==> src/hw/oer_pkg.sv <==
// Shared constants for the octal edge register with tri-state outputs
package oer_pkg;
  // Number of storage channels
  localparam int OER_WIDTH = 8;
  // Output drive control level that enables the drivers (active low)
  localparam logic OER_DRIVE_ON = 1'h0;
  // Driver enable states
  localparam logic OER_OE_DRIVE = 1'h1;
  localparam logic OER_OE_RELEASE = 1'h0;
  // Capture clock sampler value at reset: high, so no false rise at release
  localparam logic OER_CLK_PREV_RST = 1'h1;
endpackage : oer_pkg

==> src/hw/oer_bus_hold.sv <==
// Bus-hold keeper for the capture inputs
`timescale 1ns/1ps
module oer_bus_hold #(
  parameter int WIDTH = oer_pkg::OER_WIDTH
) (
  input wire logic mclk,
  input wire logic [WIDTH-1:0] pin_level,
  input wire logic [WIDTH-1:0] pin_driven,
  output logic [WIDTH-1:0] kept_level
);

  // Refuse a channel count the logic cannot serve, at elaboration
  if (WIDTH < 1)
  begin : g_bad_width
    $error("oer_bus_hold: WIDTH must be at least 1");
  end

  logic [WIDTH-1:0] keep_r;
  logic [WIDTH-1:0] keep_nxt;

  // Driven bits pass straight through; floating bits show the kept level
  assign keep_nxt = (pin_level & pin_driven) | (keep_r & ~pin_driven);
  assign kept_level = keep_nxt;

  // Keeper has no reset: like the real hold cell it starts unknown
  always_ff @(posedge mclk)
  begin
    keep_r <= keep_nxt;
  end

endmodule : oer_bus_hold

==> src/hw/oer_octal_reg.sv <==
// Octal edge-triggered register with shared tri-state output control
//
// What this block does
// - Eight single-bit storage channels share one capture clock and one drive control.
// - Each rising capture clock edge outside reset loads every channel from its input.
// - Channels change only on a rising capture edge, otherwise hold.
// - Drive control low drives all outputs; high releases all to high impedance.
// - Drive control never touches storage; capture continues while released.
// - Outputs stay released during power transitions, modelled by reset.
// - Undriven capture inputs keep their last valid level.
`timescale 1ns/1ps
module oer_octal_reg #(
  parameter int WIDTH = oer_pkg::OER_WIDTH
) (
  input wire logic mclk,
  input wire logic rst_n,
  input wire logic cap_clk,
  input wire logic drive_off_n,
  input wire logic [WIDTH-1:0] cap_d,
  input wire logic [WIDTH-1:0] cap_d_driven,
  output logic [WIDTH-1:0] held_level,
  output logic [WIDTH-1:0] held_level_oe
);

  // Elaboration guard: storage and driver fan-out serve the octal count only
  if (WIDTH != oer_pkg::OER_WIDTH)
  begin : g_bad_width
    $error("oer_octal_reg: WIDTH must equal the channel count");
  end

  // Rise of a sampled level: high now, low at the previous mclk edge
  function automatic logic oer_rise_of(
    input logic level_now,
    input logic level_before
  );
    return level_now & ~level_before;
  endfunction : oer_rise_of

  // Load a fresh bit or keep the stored one
  function automatic logic oer_pick(
    input logic load,
    input logic fresh,
    input logic kept
  );
    return load ? fresh : kept;
  endfunction : oer_pick

  // Spread one driver enable level over every channel
  function automatic logic [WIDTH-1:0] oer_fan(
    input logic level
  );
    return {WIDTH{level}};
  endfunction : oer_fan

  // Every driver released; a constant, so the reset branch stays pure
  localparam logic [WIDTH-1:0] OE_ALL_OFF = {WIDTH{oer_pkg::OER_OE_RELEASE}};

  logic cap_clk_prev_r;
  logic [WIDTH-1:0] oe_r;
  logic [WIDTH-1:0] oe_nxt;
  logic [WIDTH-1:0] kept_d;
  wire [WIDTH-1:0] store_q;
  wire cap_rise;
  wire drive_req;

  // Floating inputs are held before they reach storage
  oer_bus_hold #(
    .WIDTH(WIDTH)
  ) u_hold (
    .mclk(mclk),
    .pin_level(cap_d),
    .pin_driven(cap_d_driven),
    .kept_level(kept_d)
  );

  // Capture clock is a synchronous input; a rise is low at one edge, high at the next
  assign cap_rise = oer_rise_of(cap_clk, cap_clk_prev_r);

  // Edge sampler; reset high so a clock already high at release is no edge
  always_ff @(posedge mclk or negedge rst_n)
  begin
    if (!rst_n)
    begin
      cap_clk_prev_r <= oer_pkg::OER_CLK_PREV_RST;
    end
    else
    begin
      cap_clk_prev_r <= cap_clk;
    end
  end

  // One storage flop per channel; channels share only the capture rise
  for (genvar ch = 0; ch < WIDTH; ch = ch + 1)
  begin : g_chan
    logic chan_r;
    wire chan_nxt;

    // Keeper output feeds storage, so a floating pin loads the level last driven on it
    assign chan_nxt = oer_pick(cap_rise, kept_d[ch], chan_r);

    // No reset and no drive control here: contents survive release and reset
    always_ff @(posedge mclk)
    begin
      chan_r <= chan_nxt;
    end

    assign store_q[ch] = chan_r;
  end

  // Drive request looks only at the control, never at stored data
  assign drive_req = (drive_off_n == oer_pkg::OER_DRIVE_ON);
  assign oe_nxt = oer_fan(drive_req);

  // Driver enables: released throughout reset, which stands for a power ramp
  always_ff @(posedge mclk or negedge rst_n)
  begin
    if (!rst_n)
    begin
      oe_r <= OE_ALL_OFF;
    end
    else
    begin
      oe_r <= oe_nxt;
    end
  end

  // Pins come straight from flops; the enable decides whether the level is seen
  assign held_level = store_q;
  assign held_level_oe = oe_r;

endmodule : oer_octal_reg

==> config.mk <==
export PLATFORM = sky130hd
export DESIGN_NAME = oer_octal_reg
export DESIGN_NICKNAME = d
export VERILOG_FILES = /design/src/hw/oer_pkg.sv /design/src/hw/oer_bus_hold.sv /design/src/hw/oer_octal_reg.sv
export SDC_FILE = /design/constraint.sdc
export NUM_CORES = 1
export LEC_CHECK = 0
export CORE_MARGIN = 2
export CORE_UTILIZATION = 29
export CTS_CLUSTER_DIAMETER = 80
export DETAILED_ROUTE_END_ITERATION = 10
export DONT_BUFFER_PORTS = 1
export PLACE_DENSITY = 0.44
export SYNTH_ARGS = -nofsm -noshare
export SYNTH_HDL_FRONTEND = slang
export SYNTH_HIERARCHICAL = 1
export SYNTH_SLANG_ARGS = --single-unit
==> constraint.sdc <==
create_clock -name mclk -period 1.8 [get_ports mclk]
set_input_delay 0.09 -clock mclk [delete_from_list [all_inputs] [get_ports mclk]]
set_output_delay 0.09 -clock mclk [all_outputs]
set_load 0.01 [all_outputs]
==> results.yml <==
status:
  status: "completed"
floorplan:
  placement_rows: 17
  design.die.area_um2: 2830
  die_h_um: 53.20
  die_wd_um: 53.20
  io_pins: 36
  floorplan.core_area_um2: 2255
  start_util: 0.3113
synth:
  syn_nets: 63
  post_synth_instance_area_um2: 701.9
  number_of_flip_flops_and_latches_in_the_synthesized_netlist: 18
  synth.yosys.seq_area_share: 0.6435
  yosysWarnings: 6
  post_synth_num_cell_types: 8
  netlist_instances: 43
  post_synth.cell_area_avg_um2: 16.32
sta:
  timing.final.crit_period_ps: 1272
  final-max-slew-violation-count: 0
  setup_viol: 0
  fmax_mhz: 786.0
  rsz0062_at_grt: "false"
  fin_worst_skew_ps: 6.095
  max_slew.worst_pin.slew_ps: 709.3
  maxSlewHeadroom: 0.5275
  timing.final.hold_violations: 0
  timing.setup.tns_ps: 0
  min_period_over_period: 0.7068
worst_setup_path:
  worst_ep_arrival_time_ps: 1450
  critical_path_peak_fanout: 2
  critical_path.endpoint_type: "flip-flop"
  critical_path.startpoint_type: "input pin"
  cp.required_ps: 1970
  worst-setup-path-type: "input pin to flip-flop"
clock_tree:
  cts_hold_buf: 19
  cts_tree: "built"
  clkTransAtPathRegs_ps: 90
  cts_repair_resize_count: 0
  clock_tree_root_driver_cell: "clkbuf_4"
  clock_path_buffers: 2
  clock-sinks: 18
  ctsHtreeMaxLevel: 1
  worst_skew_pair.late_latency_ps: 280
  numCtsBuffers: 3
  cts_post_setup_buffers_inserted: 0
power_and_ir_drop:
  vdd_drop_max_v: 0.0004058
  internal-power_mw: 0.6110
  power_per_cell_area_nw_per_um2: 914.6
  power_frac_clock: 0.255
  share_comb_of_total_power: 0.113
  sw_frac_of_total: 0.2054
  static-leakage-power_nw: 0.3382
  sequentialPowerShare: 0.632
  total_switching_power_mw: 0.1580
layout:
  finish.net_count: 72
  layout-drive-gt1-share: 0.2549
  relative_area_change_from_synthesis_to_final_layout_pct: 19.79
  antenna_cells: 0
  fin_util: 0.3729
drt:
  drc: 0
  detail_route.first_pass.iterations: 2
  via_per_inst: 3.937
  postRouteWirelength_um: 957
  route.antenna.remaining_nets: 0
  detail_route.wl_per_cell_um: 12.11
  initialDrtViolationCount: 3
  detailroute.via_count: 311
global_routing:
  first_global_vias: 332
  initial_antenna_violation_count: 0
  global_route_wire_length_before_repair_mm: 1.490
  grt_overflow: 0
  grt_start_max_net_pins: 11
  gr_util_all_layers: 0.07821
place:
  placement.io_buffers: 0
  routabilityCongestion: 0.6534
  dp_hpwl_um: 606.9
hold_path:
  timing.hold.worst.class: "input pin to async pin"
run:
  cap_violations: 0
[final cells by class]
cell class,instances,area (um^2)
Clock inverter,1,3.754
Clock buffer,3,22.52
Sequential cell,18,451.7
Multi-Input combinational cell,9,133.9
Timing Repair Buffer,19,190.2
Fill cell,241,1414
Tap cell,28,35.03
Inverter,1,3.754
[kinds of logic (layout without fill, tap and decap cells)]
logic type    after synthesis  in the layout  synth area share
buf+inv                    16             24            0.1658
flops                      18             18            0.6435
mux                         8              8            0.1711
simple gates                1              1           0.01960
[cell usage after synthesis]
| cell type | n | share of area |
|---|---|---|
| dfstp_2 | 1 | 0.037 |
| edfxtp_1 | 8 | 0.34 |
| mux2_4 | 8 | 0.17 |
| nor2b_4 | 1 | 0.020 |
| dfrtp_1 | 1 | 0.036 |
| buf_4 | 15 | 0.16 |
| dfxtp_1 | 8 | 0.23 |
| inv_1 | 1 | 0.0053 |
[path summary, 6_finish.rpt]
path	from	cells after the start	end	slack (ps)
worst max-delay path	cap_d[7]	3	u_hold/keep_r[7]$_DFF_P_	530
max in group asynchronous	rst_n	1	cap_clk_prev_r$_DFF_PN1_	1570
min in group mclk	cap_d_driven[6]	1	g_chan[6].chan_r$_DFFE_PP_	30
worst min register to register	u_hold/keep_r[4]$_DFF_P_	1	g_chan[4].chan_r$_DFFE_PP_	560
worst min-delay path	rst_n	1	held_level_oe[0]$_DFF_PN0_	20
worst max register to register	u_hold/keep_r[5]$_DFF_P_	2	u_hold/keep_r[5]$_DFF_P_	560
[metrics by stage]
stage | std cells | instance area [um^2] | hold WS, ps | total power [mW] | setup WS, ps
floorplan | 43 | 701.9 | -205.6 | 0.5508 | 941.8
global placement | 56 | 624.3 | -205.5 | 0.5350 | 859.0
detailed placement | 56 | 624.3 | -205.5 | 0.5357 | 861.1
CTS | 79 | 840.8 | 14.63 | 0.7781 | 546.1
global route | 79 | 840.8 | 16.35 | 0.8074 | 483.7
finish | 79 | 840.8 | 24.24 | 0.7690 | 527.8
[state kept, by name (all words and copies together), names as in the netlist]
signal / flops
held_level_oe: 1
cap_clk_prev_r: 1
u_hold/keep_r: 8
g_chan.chan_r: 8
[routing by layer]
| metal | share of wire | GRT usage |
|---|---|---|
| met2 | 0.48 | 0.1229 |
| met3 | 0.10 | 0.03107 |
| met4 | 0 | 0.06410 |
| met1 | 0.42 | 0.08142 |
| met5 | 0 | 0 |
[power by group through the flow]
stage / Sequential (mW) / Clock (mW) / Combinational [mW]
2_1_floorplan: 0.481 / 0 / 0.0702
3_3_place_gp: 0.495 / 0 / 0.0400
3_5_place_dp: 0.495 / 0 / 0.0408
4_1_cts: 0.486 / 0.205 / 0.0867
5_1_grt: 0.491 / 0.223 / 0.0939
6_report: 0.486 / 0.196 / 0.0866
[cell usage in the layout (no fill, tap or decap), drive strengths merged]
| master | count |
|---|---|
| dlygate4sd3 | 19 |
| mux2 | 8 |
| dfxtp | 8 |
| edfxtp | 8 |
| dfrtp | 1 |
| nor2b | 1 |
| clkinv | 1 |
| inv | 1 |
| dfstp | 1 |
| clkbuf | 3 |
[critical path, cell delays in order]
cell and delay [ps]:
dlygate4sd3_1 540, mux2_4 260, dlygate4sd3_1 550
(Power assumes the default switching activity.)
